`src/rtl/txmcd_cfg.svh`:
```
// Constants for the transmit mode code descriptor control word block
//
// Contract
// - Access interrupt after valid mode command
// - Broadcast interrupt after valid broadcast command
// - Broadcast disable makes address 31 invalid
// - Force busy bit answers Busy
// - Busy suppresses mode data and pointer toggle
// - Reset terminal mode code ignores force busy
// - Set accessed flag at message completion
// - Accessed flag clears on resets or read
// - Pointer select picks buffer A or B
// - Toggle pointer select after error-free message
// - Resets clear pointer select to A
// - Indexed mode ignores pointer select
// - Host cannot write bits 8 to 11
// - Master clears word; soft reset clears three
`ifndef TXMCD_CFG_SVH
`define TXMCD_CFG_SVH

`define TXMCD_BIT_IWA      14
`define TXMCD_BIT_IBR      13
`define TXMCD_BIT_BUSY     12
`define TXMCD_BIT_DESCRIPTOR_ACCESSED_FLAG     11
`define TXMCD_BIT_DPB      10
`define TXMCD_BIT_BCAST    9
`define TXMCD_BIT_PPON     8
`define TXMCD_BIT_STOPP    3
`define TXMCD_BIT_PPEN     2
`define TXMCD_WORD_RESET   16'h0000
`define TXMCD_HOST_WMASK   16'hF00C
`define TXMCD_HOST_WMASK_X 16'hF008
`define TXMCD_DEV_MASK     16'h0F00
`define TXMCD_BCAST_ADDR   5'h1F
`define TXMCD_MC_RESET_RT  5'h08
`define TXMCD_MC_DATA_MSB  4

`endif

```
`src/rtl/txmcd_pkg.sv`:
```
// Types for the transmit mode code descriptor control word block
package txmcd_pkg;
   // Completed mode command as reported by the protocol engine
   typedef struct packed {
      logic       valid;
      logic [4:0] rt_addr;
      logic [4:0] mode_code;
      logic       error_free;
      logic       illegal;
   } txmcd_cmd_t;

   // Answer to the protocol engine for the command in progress
   typedef struct packed {
      logic busy;
      logic send_data;
      logic use_ptr_b;
      logic pingpong;
   } txmcd_resp_t;

   typedef enum logic [1:0] {
      TXMCD_IDLE,
      TXMCD_SERVE,
      TXMCD_DONE
   } txmcd_state_t;
endpackage

```
`src/rtl/txmcd_resp.sv`:
```
// Response decision for one mode command
`timescale 1ns/1ps
`include "txmcd_cfg.svh"
module txmcd_resp (
   // Command being served
   input  wire logic [4:0]  mode_code,
   input  wire logic        global_busy,
   input  wire logic [15:0] word,
   // Decision
   output logic             busy,
   output logic             send_data
);
   always_comb begin
      if (mode_code == `TXMCD_MC_RESET_RT) begin
         busy = 1'b0;
      end else begin
         busy = word[`TXMCD_BIT_BUSY] | global_busy;
      end
      send_data = mode_code[`TXMCD_MC_DATA_MSB] & ~busy;
   end
endmodule

```
`src/rtl/txmcd_ctrl.sv`:
```
// Transmit mode code descriptor control word with device-side updates
`timescale 1ns/1ps
`include "txmcd_cfg.svh"
module txmcd_ctrl (
   // Clock and resets
   input  wire logic                  mclk,
   input  wire logic                  rst,
   input  wire logic                  software_reset,
   // Host access port
   input  wire logic                  host_rd,
   input  wire logic                  host_wr,
   input  wire logic [15:0]           host_wdata,
   // Configuration
   input  wire logic                  terminal_execution_enable,
   input  wire logic                  broadcast_disable,
   input  wire logic                  global_busy,
   input  wire logic                  global_irq_access_en,
   input  wire logic                  global_irq_bcast_en,
   input  wire logic                  pointer_toggle_inhibit,
   input  wire logic                  pingpong_ack,
   // Protocol engine
   input  wire logic                  cmd_start,
   input  wire logic [4:0]            cmd_mode_code,
   input  wire txmcd_pkg::txmcd_cmd_t cmd_done,
   // Outputs
   output logic [15:0]                host_rdata,
   output txmcd_pkg::txmcd_resp_t     resp,
   output logic                       irq_pending,
   output logic                       irq,
   output logic                       log_access,
   output logic                       log_bcast,
   output logic                       cmd_accepted
);
   // =======================================================
   // State
   logic [15:0]             word_r;
   txmcd_pkg::txmcd_state_t state_r;
   logic                    busy_c;
   logic                    send_c;
   logic                    valid_c;
   logic                    bcast_c;
   logic                    ack_r;

   // =======================================================
   // Response decision
   txmcd_resp u_resp (
      .mode_code   (cmd_mode_code),
      .global_busy (global_busy),
      .word        (word_r),
      .busy        (busy_c),
      .send_data   (send_c)
   );

   always_ff @(posedge mclk) begin
      if (rst) begin
         resp <= '0;
      end else if (cmd_start) begin
         resp.busy      <= busy_c;
         resp.send_data <= send_c;
         resp.use_ptr_b <= word_r[`TXMCD_BIT_DPB];
         resp.pingpong  <= word_r[`TXMCD_BIT_PPEN] & pingpong_ack;
      end
   end

   // Broadcast to 31 is invalid when broadcast is disabled
   always_comb begin
      bcast_c = cmd_done.rt_addr == `TXMCD_BCAST_ADDR;
      valid_c = cmd_done.valid & ~(bcast_c & broadcast_disable);
   end

   // =======================================================
   // Sequence
   always_ff @(posedge mclk) begin
      if (rst) begin
         state_r <= txmcd_pkg::TXMCD_IDLE;
      end else begin
         unique case (state_r)
            txmcd_pkg::TXMCD_IDLE: begin
               if (cmd_start) begin
                  state_r <= txmcd_pkg::TXMCD_SERVE;
               end
            end
            txmcd_pkg::TXMCD_SERVE: begin
               if (cmd_done.valid) begin
                  state_r <= txmcd_pkg::TXMCD_DONE;
               end
            end
            txmcd_pkg::TXMCD_DONE: begin
               state_r <= txmcd_pkg::TXMCD_IDLE;
            end
         endcase
      end
   end

   // =======================================================
   // Control word
   always_ff @(posedge mclk) begin
      if (rst) begin
         word_r <= `TXMCD_WORD_RESET;
      end else if (software_reset) begin
         word_r[`TXMCD_BIT_DESCRIPTOR_ACCESSED_FLAG]  <= 1'b0;
         word_r[`TXMCD_BIT_DPB]   <= 1'b0;
         word_r[`TXMCD_BIT_BCAST] <= 1'b0;
      end else begin
         if (host_wr) begin
            if (terminal_execution_enable) begin
               word_r <= (word_r & ~`TXMCD_HOST_WMASK_X) | (host_wdata & `TXMCD_HOST_WMASK_X);
            end else begin
               word_r <= (word_r & ~`TXMCD_HOST_WMASK) | (host_wdata & `TXMCD_HOST_WMASK);
            end
         end
         word_r[`TXMCD_BIT_PPON] <= word_r[`TXMCD_BIT_PPEN] & pingpong_ack;
         if (host_rd) begin
            word_r[`TXMCD_BIT_DESCRIPTOR_ACCESSED_FLAG] <= 1'b0;
         end
         if (valid_c && state_r == txmcd_pkg::TXMCD_SERVE) begin
            word_r[`TXMCD_BIT_DESCRIPTOR_ACCESSED_FLAG] <= 1'b1;
            if (bcast_c) begin
               word_r[`TXMCD_BIT_BCAST] <= 1'b1;
            end
            if (resp.pingpong && cmd_done.error_free && !resp.busy) begin
               word_r[`TXMCD_BIT_DPB] <= ~word_r[`TXMCD_BIT_DPB];
            end else if (resp.pingpong && !pointer_toggle_inhibit && !resp.busy) begin
               word_r[`TXMCD_BIT_DPB] <= ~word_r[`TXMCD_BIT_DPB];
            end
         end
      end
   end

   // =======================================================
   // Interrupts and log strobes
   always_ff @(posedge mclk) begin
      if (rst) begin
         log_access  <= 1'b0;
         log_bcast   <= 1'b0;
         irq_pending <= 1'b0;
         irq         <= 1'b0;
      end else begin
         log_access <= valid_c && state_r == txmcd_pkg::TXMCD_SERVE
                       && global_irq_access_en && word_r[`TXMCD_BIT_IWA];
         log_bcast  <= valid_c && state_r == txmcd_pkg::TXMCD_SERVE && bcast_c
                       && global_irq_bcast_en && word_r[`TXMCD_BIT_IBR];
         if (log_access || log_bcast) begin
            irq_pending <= 1'b1;
            irq         <= 1'b1;
         end else if (software_reset) begin
            irq_pending <= 1'b0;
            irq         <= 1'b0;
         end
      end
   end

   always_ff @(posedge mclk) begin
      if (rst) begin
         host_rdata   <= '0;
         ack_r        <= 1'b0;
         cmd_accepted <= 1'b0;
      end else begin
         host_rdata   <= word_r;
         ack_r        <= cmd_start;
         cmd_accepted <= ack_r;
      end
   end

   // =======================================================
   // Checks
   // master reset zero
   AST_MR_ZERO: assert property (@(posedge mclk) rst |=> word_r == `TXMCD_WORD_RESET)
      else $error("word not cleared by master reset");
   AST_RD_CLR: assert property (@(posedge mclk) disable iff (rst)
      host_rd && !(valid_c && state_r == txmcd_pkg::TXMCD_SERVE) && !software_reset
      |=> !word_r[`TXMCD_BIT_DESCRIPTOR_ACCESSED_FLAG]) else $error("accessed flag kept after read");
   AST_SR_CLR: assert property (@(posedge mclk) disable iff (rst)
      software_reset |=> !word_r[`TXMCD_BIT_DPB] && !word_r[`TXMCD_BIT_BCAST])
      else $error("soft reset left bits");
   AST_DESCRIPTOR_ACCESSED_FLAG_SET: assert property (@(posedge mclk) disable iff (rst)
      valid_c && state_r == txmcd_pkg::TXMCD_SERVE && !software_reset
      |=> word_r[`TXMCD_BIT_DESCRIPTOR_ACCESSED_FLAG]) else $error("accessed flag not set");
   AST_IWA: assert property (@(posedge mclk) disable iff (rst)
      valid_c && state_r == txmcd_pkg::TXMCD_SERVE && global_irq_access_en
      && word_r[`TXMCD_BIT_IWA] |=> log_access ##1 irq) else $error("no access irq");
   AST_IBR_OFF: assert property (@(posedge mclk) disable iff (rst)
      broadcast_disable && cmd_done.rt_addr == `TXMCD_BCAST_ADDR |=> !log_bcast)
      else $error("broadcast irq while disabled");
   AST_BUSY: assert property (@(posedge mclk) disable iff (rst)
      cmd_start && word_r[`TXMCD_BIT_BUSY] && cmd_mode_code != `TXMCD_MC_RESET_RT
      |=> resp.busy) else $error("force busy ignored");
   AST_MC8: assert property (@(posedge mclk) disable iff (rst)
      cmd_start && cmd_mode_code == `TXMCD_MC_RESET_RT |=> !resp.busy)
      else $error("reset mode code answered busy");
   AST_NODATA: assert property (@(posedge mclk) disable iff (rst)
      resp.busy |-> !resp.send_data) else $error("data sent while busy");
   AST_DPB_HOLD: assert property (@(posedge mclk) disable iff (rst)
      !resp.pingpong && !software_reset |=> $stable(word_r[`TXMCD_BIT_DPB]))
      else $error("pointer moved outside ping-pong");

   // status bits out of host reach
   AST_HOST_RO: assert property (@(posedge mclk) disable iff (rst)
      host_wr && !host_rd && !software_reset
      && !(valid_c && state_r == txmcd_pkg::TXMCD_SERVE)
      |=> $stable(word_r[`TXMCD_BIT_DESCRIPTOR_ACCESSED_FLAG:`TXMCD_BIT_BCAST]))
      else $error("host write reached status bits");

   AST_PPEN_LOCK: assert property (@(posedge mclk) disable iff (rst)
      host_wr && terminal_execution_enable && !software_reset
      |=> $stable(word_r[`TXMCD_BIT_PPEN]))
      else $error("mode bit written during execution");

   AST_TOGGLE: assert property (@(posedge mclk) disable iff (rst)
      valid_c && state_r == txmcd_pkg::TXMCD_SERVE && resp.pingpong && !resp.busy
      && cmd_done.error_free && !software_reset
      |=> word_r[`TXMCD_BIT_DPB] != $past(word_r[`TXMCD_BIT_DPB]))
      else $error("pointer not inverted");

   AST_INHIBIT: assert property (@(posedge mclk) disable iff (rst)
      valid_c && state_r == txmcd_pkg::TXMCD_SERVE && pointer_toggle_inhibit
      && !cmd_done.error_free && !software_reset
      |=> $stable(word_r[`TXMCD_BIT_DPB]))
      else $error("pointer moved after failed message");

   AST_BUSY_HOLD: assert property (@(posedge mclk) disable iff (rst)
      resp.busy && !software_reset |=> $stable(word_r[`TXMCD_BIT_DPB]))
      else $error("pointer moved while busy");

   AST_SEND: assert property (@(posedge mclk) disable iff (rst)
      cmd_start && cmd_mode_code[`TXMCD_MC_DATA_MSB] && !global_busy
      && !word_r[`TXMCD_BIT_BUSY] |=> resp.send_data)
      else $error("mode data withheld");

   AST_IBR: assert property (@(posedge mclk) disable iff (rst)
      valid_c && state_r == txmcd_pkg::TXMCD_SERVE && bcast_c && global_irq_bcast_en
      && word_r[`TXMCD_BIT_IBR] |=> log_bcast ##1 irq)
      else $error("no broadcast irq");

   AST_SR_DESCRIPTOR_ACCESSED_FLAG: assert property (@(posedge mclk) disable iff (rst)
      software_reset |=> !word_r[`TXMCD_BIT_DESCRIPTOR_ACCESSED_FLAG])
      else $error("accessed flag kept after soft reset");

   AST_IRQ_HOLD: assert property (@(posedge mclk) disable iff (rst)
      irq && !software_reset |=> irq)
      else $error("interrupt dropped");

   AST_LOG_ONLY: assert property (@(posedge mclk) disable iff (rst)
      !(valid_c && state_r == txmcd_pkg::TXMCD_SERVE) |=> !log_access)
      else $error("access log without completion");

   AST_PTR: assert property (@(posedge mclk) disable iff (rst)
      cmd_start |=> resp.use_ptr_b == $past(word_r[`TXMCD_BIT_DPB]))
      else $error("wrong buffer pointer reported");

   AST_INDEXED: assert property (@(posedge mclk) disable iff (rst)
      cmd_start && !word_r[`TXMCD_BIT_PPEN] |=> !resp.pingpong)
      else $error("ping-pong used in indexed mode");

   AST_SR_KEEP: assert property (@(posedge mclk) disable iff (rst)
      software_reset |=> $stable(word_r[`TXMCD_BIT_IWA:`TXMCD_BIT_BUSY]))
      else $error("soft reset touched host bits");

   COV_IRQ: cover property (@(posedge mclk) log_access);
   COV_BUSY: cover property (@(posedge mclk) resp.busy);
   COV_BC: cover property (@(posedge mclk) log_bcast);
   COV_TOG: cover property (@(posedge mclk) $changed(word_r[`TXMCD_BIT_DPB]));
endmodule

```
`config.mk`:
```
export PLATFORM = sky130hd
export DESIGN_NAME = txmcd_ctrl
export DESIGN_NICKNAME = d
export VERILOG_FILES = /design/src/rtl/txmcd_pkg.sv /design/src/rtl/txmcd_resp.sv /design/src/rtl/txmcd_ctrl.sv
export VERILOG_INCLUDE_DIRS = /design/src /design/src/rtl
export SDC_FILE = /design/constraint.sdc
export NUM_CORES = 1
export LEC_CHECK = 0
export BUFFER_PORTS_ARGS = -buffer_cell sky130_fd_sc_hd__clkbuf_2
export CAP_MARGIN = 5
export CORE_MARGIN = 8
export CORE_UTILIZATION = 35
export DETAILED_ROUTE_END_ITERATION = 8
export PLACE_DENSITY_LB_ADDON = 0.1
export SYNTH_ARGS = -nofsm -noshare
export SYNTH_HDL_FRONTEND = slang
export SYNTH_SLANG_ARGS = --single-unit
export TNS_END_PERCENT = 20
```
`constraint.sdc`:
```
create_clock -name mclk -period 1.17 [get_ports mclk]
set_input_delay 0.117 -clock mclk [delete_from_list [all_inputs] [get_ports mclk]]
set_output_delay 0.117 -clock mclk [all_outputs]
set_load 0.01 [all_outputs]
```
# Word-level counts from Yosys, hierarchy flattened
# Index checks and enable logic that the tools add are counted.
# totals
register_bits,43
input_bits,47
# op_classes
n_eq_ne,6
n_mux,13
bitwise,11
reduce_logical,19
# ops
cell,n
$or A12 B16 Y16,2
$mux W16,1
$mux W12,1
$logic_and A1 B1 Y1,10
$mux W1,7
$pmux W2 S3,1
$eq A5 B4 Y1 const B,1
$eq A5 B5 Y1 const B,1
$and A1 B1 Y1,4
$mux W2,2
$ne A2 B2 Y1 const B,2
$not A1 Y1,4
$reduce_and A2 Y1,2
$mux W3,1
$reduce_bool A3 Y1,1
$eq A2 B1 Y1 const B,1
$eq A2 B2 Y1 const B,1
$logic_not A1 Y1,2
$logic_not A2 Y1,1
$reduce_bool A2 Y1,1
$reduce_or A2 Y1,1
$logic_or A1 B1 Y1,1
$or A1 B1 Y1,1

# Depth between registers and ports, before layout
# Gate-level depths: netlist (run 1).
# depth
word_depth,8
ltp_mapped,6
depth_no_buf,6

# By module
# From an unflattened synthesis (run 1), not the netlist that was laid out.
# hier_totals
cells_unflattened,119
area_unflattened_um2,1218.7
# modules_own_cells
module,instances,cells_each,area_per_inst_um2
txmcd_ctrl,1,116,1192.4
txmcd_resp,1,3,26.3

# Worst setup path before layout (run 1)
# Ideal clock, no wire load.
# synth_timing
path_kind,flip-flop to flip-flop
start,register state_r[1]
end,register word_r[10]
setup_ps,116
arrival_time_ps,1064
required_ps,1054
slack_ps,-11
path_stages_with_launch,7
synth_period_minus_slack_ps,1181
cell_sequence,dfxtp_1 > inv_1 > ha_1 > nand2_1 > a31oi_2 > a21oi_1 > a31o_2
# synth_between
elab_chain_cells,3
# synth_lines
item,line,text
from (decl),txmcd_ctrl.sv:37,txmcd_pkg::txmcd_state_t state_r;
from (signal assigned),txmcd_ctrl.sv:75,state_r <= txmcd_pkg::TXMCD_IDLE;
from (signal assigned),txmcd_ctrl.sv:80,state_r <= txmcd_pkg::TXMCD_SERVE;
from (signal assigned),txmcd_ctrl.sv:85,state_r <= txmcd_pkg::TXMCD_DONE;
$eq A2 B1 Y1,txmcd_ctrl.sv:116,if (valid_c && state_r == txmcd_pkg::TXMCD_SERVE) begin
$logic_and A1 B1 Y1,txmcd_ctrl.sv:116,
$mux W3,txmcd_ctrl.sv:116,
"to (signal, indexed assignment)",txmcd_ctrl.sv:112,word_r[`TXMCD_BIT_PPON] <= word_r[`TXMCD_BIT_PPEN] & pingpong_ack;
"to (signal, indexed assignment)",txmcd_ctrl.sv:122,word_r[`TXMCD_BIT_DPB] <= ~word_r[`TXMCD_BIT_DPB];
"to (signal, indexed assignment)",txmcd_ctrl.sv:124,word_r[`TXMCD_BIT_DPB] <= ~word_r[`TXMCD_BIT_DPB];
to (decl),txmcd_ctrl.sv:36,logic [15:0] word_r;
# No other way between the ends.
# A chain may end at the register's enable or synchronous reset.

# Worst setup path in the final report (run 1)
# layout_timing
start,register state_r[0]
end,register state_r[0]
# layout_between
elab_chain_cells,3
# layout_lines
item,line,text
$eq A2 B1 Y1 or $logic_not A2 Y1 (tied branches),txmcd_ctrl.sv:77,unique case (state_r)
$ne A2 B2 Y1 (no source line),--,
$reduce_and A2 Y1 (no source line),--,
# Parallel ways exist; a longest one is shown, timed or not.

==> results.py, run 1 <==
metrics = {
    "yosys": {
        "synthCells": 121,
        "netlist_area_sq_um": 1190,
        "ys_warn_count": 0,
        "synth-seq-cells": 31,
        "synth_top_family_by_area": "simple AND/OR/NAND/NOR gates",
        "synth.area.mux_share_pct": 6.70,
        "synth_compound_area_share_pct": 7.54,
        "syn_area_per_cell_sq_um": 9.88,
        "yosys.area_share.adder_pct": 3.14,
        "synthSimpleGateAreaFrac_pct": 22.1,
        "ys_types": 27,
        "synth_xor_area_share_pct": 0,
        "ys_seq_area_share_pct": 51.9,
    },
    "clock_tree": {
        "clockRootBuffer": "clkbuf_4",
        "clk_pin_slew_ns": 0.09,
        "htree_levels": 2,
        "cts_tree": "yes",
        "cts_buffers": 5,
        "clk_latency_ns": 0.32,
        "cts.sinks": 31,
        "cts_max_path_buffers": 2,
    },
    "run_status": {
        "violations": "negative setup slack",
        "status": "finished with violations",
    },
    "floorplan": {
        "die_y_um": 74.4,
        "io_pins": 72,
        "initial_core_util_pct": 36.1,
        "row_count": 21,
        "die-area_sq_um": 5540,
        "die_w_um": 74.4,
        "coreArea_sq_um": 3310,
    },
    "power_and_ir_drop": {
        "peakVddDrop_mv": 0.706,
        "seqPwrFrac_pct": 48.5,
        "sw_frac_of_total_pct": 26.1,
        "switchingPower_uw": 621,
        "comb_power_share_pct": 22.2,
        "internal-power_mw": 1.76,
        "powerDensity_nw_per_um2": 1430,
        "p_leak_nw": 0.782,
        "p_clk_share_pct": 29.3,
    },
    "global_routing": {
        "grt_start_max_net_pins": 17,
        "antenna_found_initial": 0,
        "grt_usage_pct": 10.4,
        "grt_pass1_vias": 933,
        "overflow": 0,
        "grt_pass1_wl_mm": 4.24,
    },
    "place": {
        "dp_hpwl_mm": 2.14,
        "gp_congestion": 0.704,
        "numPortBuffers": 49,
    },
    "worst_setup_path": {
        "required_ns": 1.43,
        "reg2reg_depth": 6,
        "critPathLaunchType": "register",
        "worst_ep_arrival_time_ns": 1.45,
        "cp_max_fo": 3,
        "end_kind": "register",
        "crit_type": "reg -> reg",
    },
    "cells_and_area": {
        "finish.utilization_pct": 50.1,
        "diodes": 0,
        "area_growth_pct": 38.7,
        "nNetsFinal": 232,
        "drive_above_1_share_pct": 44.3,
    },
    "sta": {
        "tns_ns": -0.0216,
        "fin_crit_sh_pct": 102,
        "setup_slack_ns": -0.0184,
        "clock_skew_ns": 0.00738,
        "fin_crit_ns": 1.19,
        "drv_slew": 0,
        "setup_viol": 3,
        "hold_violations": 0,
        "fmax_mhz": 841,
        "rsz0062_at_grt": "yes",
    },
    "drt": {
        "dr.pass1.iters": 4,
        "post-route-drc-count": 0,
        "wl_per_cell_um": 11.7,
        "ant_nets": 0,
        "wirelength_mm": 2.67,
        "vias": 962,
        "vias_per_cell": 4.20,
        "drt-initial-drc-count": 39,
    },
    "min_path": {
        "hold_depth": 3,
        "hp-class": "in -> reg",
    },
    "run": {
        "max_cap_viol_count": 0,
    },
}
## synthesized netlist by cell type, drive strengths merged
cell | number | share of area, %
a21oi | 8 | 3.4
a31o | 1 | 0.73
a31oi | 1 | 1.0
and3 | 2 | 1.0
and4 | 1 | 0.73
buf | 11 | 6.4
clkbuf | 1 | 0.31
conb | 1 | 0.31
dfxtp | 31 | 52
ha | 3 | 3.1
inv | 5 | 1.6
mux2i | 8 | 6.7
nand2 | 5 | 1.6
nand2b | 4 | 2.1
nand3 | 2 | 0.84
nor2 | 13 | 4.1
nor2b | 15 | 8.5
nor3 | 3 | 1.3
nor3b | 1 | 0.63
o21a | 1 | 0.63
o221ai | 1 | 1.3
o22ai | 1 | 0.52
or2 | 1 | 0.52
or4b | 1 | 0.84
## logic make-up after synthesis
group,count (synthesis)
buffers and inverters,17
AOI/OAI and AO/OA,13
adders and majority gates,3
muxes,8
and+or+nand+nor,48
DFF,31
other,1
## state kept, by name (all words and copies together), names as in the netlist
register and count:
host_rdata 10, cmd_accepted 1, irq 1, word_r 10
ack_r 1, state_r 2, log_access 1, resp 4
log_bcast 1
## worst paths after layout
check	start	endpoint	slack, ns
worst min register to register	ack_r	cmd_accepted	0.44
worst min-delay path	host_wdata[12]	word_r[12]	0.02
worst max-delay path	state_r[0]	state_r[0]	-0.02
worst max register to register	state_r[0]	state_r[0]	-0.02
## per-stage QoR
stage	setup slack, ns	hold WS (ns)	cells	power, mW	cell area, sq um
2_1_floorplan	0.000136	0.196	126	1.39	1220
3_3_place_gp	-0.0331	0.350	219	1.52	1520
3_5_place_dp	-0.0740	0.353	219	1.55	1520
4_1_cts	-0.0303	0.00357	229	2.36	1640
5_1_grt	-0.0917	0.000368	229	2.53	1660
6_report	-0.0184	0.0210	229	2.38	1660
## routing by layer
| metal | global-route usage (%) | routed length [um] | part of all wire (%) | vias up |
|---|---|---|---|---|
| met2 | 17.0 | 1400 | 52 | 25 |
| met4 | 5.22 | 53 | 2.0 | 0 |
| met5 | 0 | 0 | 0 | - |
| li1 | - | - | - | 504 |
| met1 | 10.5 | 982 | 37 | 427 |
| met3 | 5.39 | 237 | 8.9 | 6 |
## cells in the final DEF, fill, tap and decap left out, types with 4 or more instances in the layout
master	n
clkbuf_2	49
dfxtp_1	29
nor2b_1	14
nor2_1	13
buf_4	11
mux2i_1	8
a21oi_1	7
conb_1	6
clkbuf_4	5
nand2_1	4
nand2b_1	4
## worst max-delay path, cell delays in order, from the launching register on
cell and delay (ns):
dfxtp_4 0.38, inv_1 0.04, ha_1 0.18, inv_1 0.09
o22ai_4 0.08, or2_4 0.22, a21oi_1 0.13
## cell type report
cell class                 instances  area [sq um]
timing repair buffer              61           339
sequential                        31           626
inverter                           5          23.8
tap                               46          57.6
clock buffer                       8          68.8
fill                             347          1650
multi-input combinational         78           543
## power groups by stage
stage,Clock [mW],Sequential (mW),Combinational [mW]
3_5_place_dp,0,1.16,0.386
3_3_place_gp,0,1.16,0.365
6_report,0.697,1.15,0.528
5_1_grt,0.778,1.16,0.585
2_1_floorplan,0,1.17,0.227
4_1_cts,0.730,1.14,0.489
## what timing repair did
action                                  4_1_cts  5_1_grt
hold buffers                                  0        0
endpoints found under the setup margin        5        5
buffers inserted                              2        0
pin swaps                                     5        4
gates resized for setup                       9        5
Power figures use the tool's default switching activity.
==> inputs of run 2 (changes only) <==
Settings changed: HOLD_SLACK_MARGIN set to 0.03.
==> run 2 against run 1 <==
The flow still finishes with violations (negative setup slack). First-iteration DRC count up 13%. Global-route usage up 0.36 points. Die area unchanged. Power up 1.2%. Worst setup slack about the same. Hold slack better by 0.027 ns. Critical path type unchanged. Largest cell class unchanged.
==> results.py, run 2 (synthesized netlist as in run 1, its figures left out) <==
metrics = {
    "power_and_ir_drop": {
        "peakVddDrop_mv": 0.710,
        "seqPwrFrac_pct": 48.0,
        "p_clk_share_pct": 29.0,
        "sw_frac_of_total_pct": 26.1,
        "comb_power_share_pct": 23.1,
        "powerDensity_nw_per_um2": 1370,
        "internal-power_mw": 1.78,
        "p_leak_nw": 0.824,
        "switchingPower_uw": 627,
    },
    "worst_setup_path": {
        "required_ns": 1.43,
        "worst_ep_arrival_time_ns": 1.45,
        "critPathLaunchType": "register",
        "reg2reg_depth": 6,
        "crit_type": "reg -> reg",
        "r2r_start": "state_r[0]",
        "cp_max_fo": 3,
        "end_kind": "register",
        "r2r_slack_ns": -0.02,
        "worstReg2RegEnd": "state_r[0]",
    },
    "cells_and_area": {
        "nNetsFinal": 242,
        "drive_above_1_share_pct": 42.0,
        "mostFrequentLayoutCells": "clkbuf_2, dfxtp_1, nor2b_1",
        "diodes": 0,
        "area_growth_pct": 47.1,
        "design_area_sq_um": 1760,
        "reg_top3": "host_rdata: 10 flops, word_r: 10 flops, resp: 4 flops",
        "layout_commonest_cell": "clkbuf_2",
    },
    "drt": {
        "wirelength_mm": 2.80,
        "vias": 1003,
        "wl_per_cell_um": 11.7,
        "ant_nets": 0,
        "vias_per_cell": 4.20,
        "dr.pass1.iters": 4,
        "drt-initial-drc-count": 44,
        "post-route-drc-count": 0,
    },
    "global_routing": {
        "overflow": 0,
        "grt_start_max_net_pins": 17,
        "grt_pass1_vias": 972,
        "grt_usage_pct": 10.7,
        "grt_pass1_wl_mm": 4.38,
        "antenna_found_initial": 0,
    },
    "clock_tree": {
        "clockRootBuffer": "clkbuf_4",
        "cts_max_path_buffers": 2,
        "htree_levels": 2,
        "clk_latency_ns": 0.32,
        "cts_buffers": 5,
        "clk_pin_slew_ns": 0.09,
        "cts.sinks": 31,
        "cts_tree": "yes",
    },
    "sta": {
        "drv_slew": 0,
        "fmax_mhz": 841,
        "clock_skew_ns": 0.00774,
        "fin_crit_sh_pct": 102,
        "hold_ws_ns": 0.0485,
        "hold_violations": 0,
        "setup_slack_ns": -0.0185,
        "rsz0062_at_grt": "yes",
        "fin_crit_ns": 1.19,
        "setup_viol": 3,
    },
    "run_status": {
        "violations": "negative setup slack",
        "status": "finished with violations",
    },
    "floorplan": {
        "coreArea_sq_um": 3310,
        "die_y_um": 74.4,
        "die-area_sq_um": 5540,
        "row_count": 21,
        "io_pins": 72,
        "die_w_um": 74.4,
        "initial_core_util_pct": 36.1,
    },
    "run": {
        "max_cap_viol_count": 0,
    },
    "min_path": {
        "hold_depth": 3,
        "whs_endpoint": "resp[0]",
        "hp-start": "pingpong_ack",
        "hp-class": "in -> reg",
    },
    "place": {
        "dpl_cell_area_sq_um": 1520,
        "gp_congestion": 0.704,
        "numPortBuffers": 49,
        "dp_hpwl_mm": 2.14,
    },
}
==> run 2: through the flow <==
| step | util, % | setup WS, ns | TNS, ns | total power [mW] | instances |
|---|---|---|---|---|---|
| 2_1_floorplan | - | 0.000136 | 0 | 1.39 | 126 |
| 3_3_place_gp | 45.8 | -0.0331 | -0.0331 | 1.52 | 219 |
| 3_5_place_dp | 45.8 | -0.0740 | -0.174 | 1.55 | 219 |
| 4_1_cts | 52.3 | -0.0303 | -0.0629 | 2.39 | 238 |
| 5_1_grt | 53.1 | -0.0917 | -0.239 | 2.56 | 239 |
| 6_report | 53.1 | -0.0185 | -0.0224 | 2.41 | 239 |
==> run 2: what timing repair did <==
action / CTS / global route
setup endpoints to repair: 5 / 5
resized for setup: 9 / 5
endpoints found under the hold margin: 9 / 1
hold buffers: 9 / 1
setup buffers: 2 / 0
pin swaps: 5 / 4
==> run 2: cell type report <==
class / instances / area, sq um
fill: 341 / 1550
sequential: 31 / 626
multi-input combinational: 78 / 543
timing repair buffer: 71 / 439
clock buffer: 8 / 68.8
tap: 46 / 57.6
inverter: 5 / 23.8
==> run 2: layer usage <==
layer	wire (um)	share of wire (%)	track usage [%]	up-vias
met2	1490	53	18.2	23
met1	1040	37	10.6	450
met3	218	7.8	5.39	6
li1	-	-	-	524
met5	0	0	0	-
met4	53	1.9	5.22	0
==> run 2: worst max-delay path by stage <==
stage / start / endpoint / slack, ns / depth (start not counted)
after floorplan: state_r[1] / word_r[10] / 0.0001 / 6
after global placement: state_r[1] / word_r[10] / -0.03 / 6
after detailed placement: state_r[1] / state_r[1] / -0.07 / 6
after CTS: state_r[1] / word_r[11] / -0.03 / 7
after global routing: state_r[1] / state_r[1] / -0.09 / 6
final: state_r[0] / state_r[0] / -0.02 / 6
==> run 2: power groups by stage <==
stage	clock [mW]	sequential [mW]	combinational [mW]
floorplan	0	1.17	0.227
global placement	0	1.16	0.365
detailed placement	0	1.16	0.386
CTS	0.730	1.14	0.513
global route	0.778	1.16	0.613
finish	0.697	1.15	0.555
==> run 2: worst max-delay path, stage by stage, from the launching register on <==
cell,delay [ns]
dfxtp_4,0.38
inv_1,0.04
ha_1,0.18
inv_1,0.09
o22ai_4,0.08
or2_4,0.22
a21oi_1,0.13
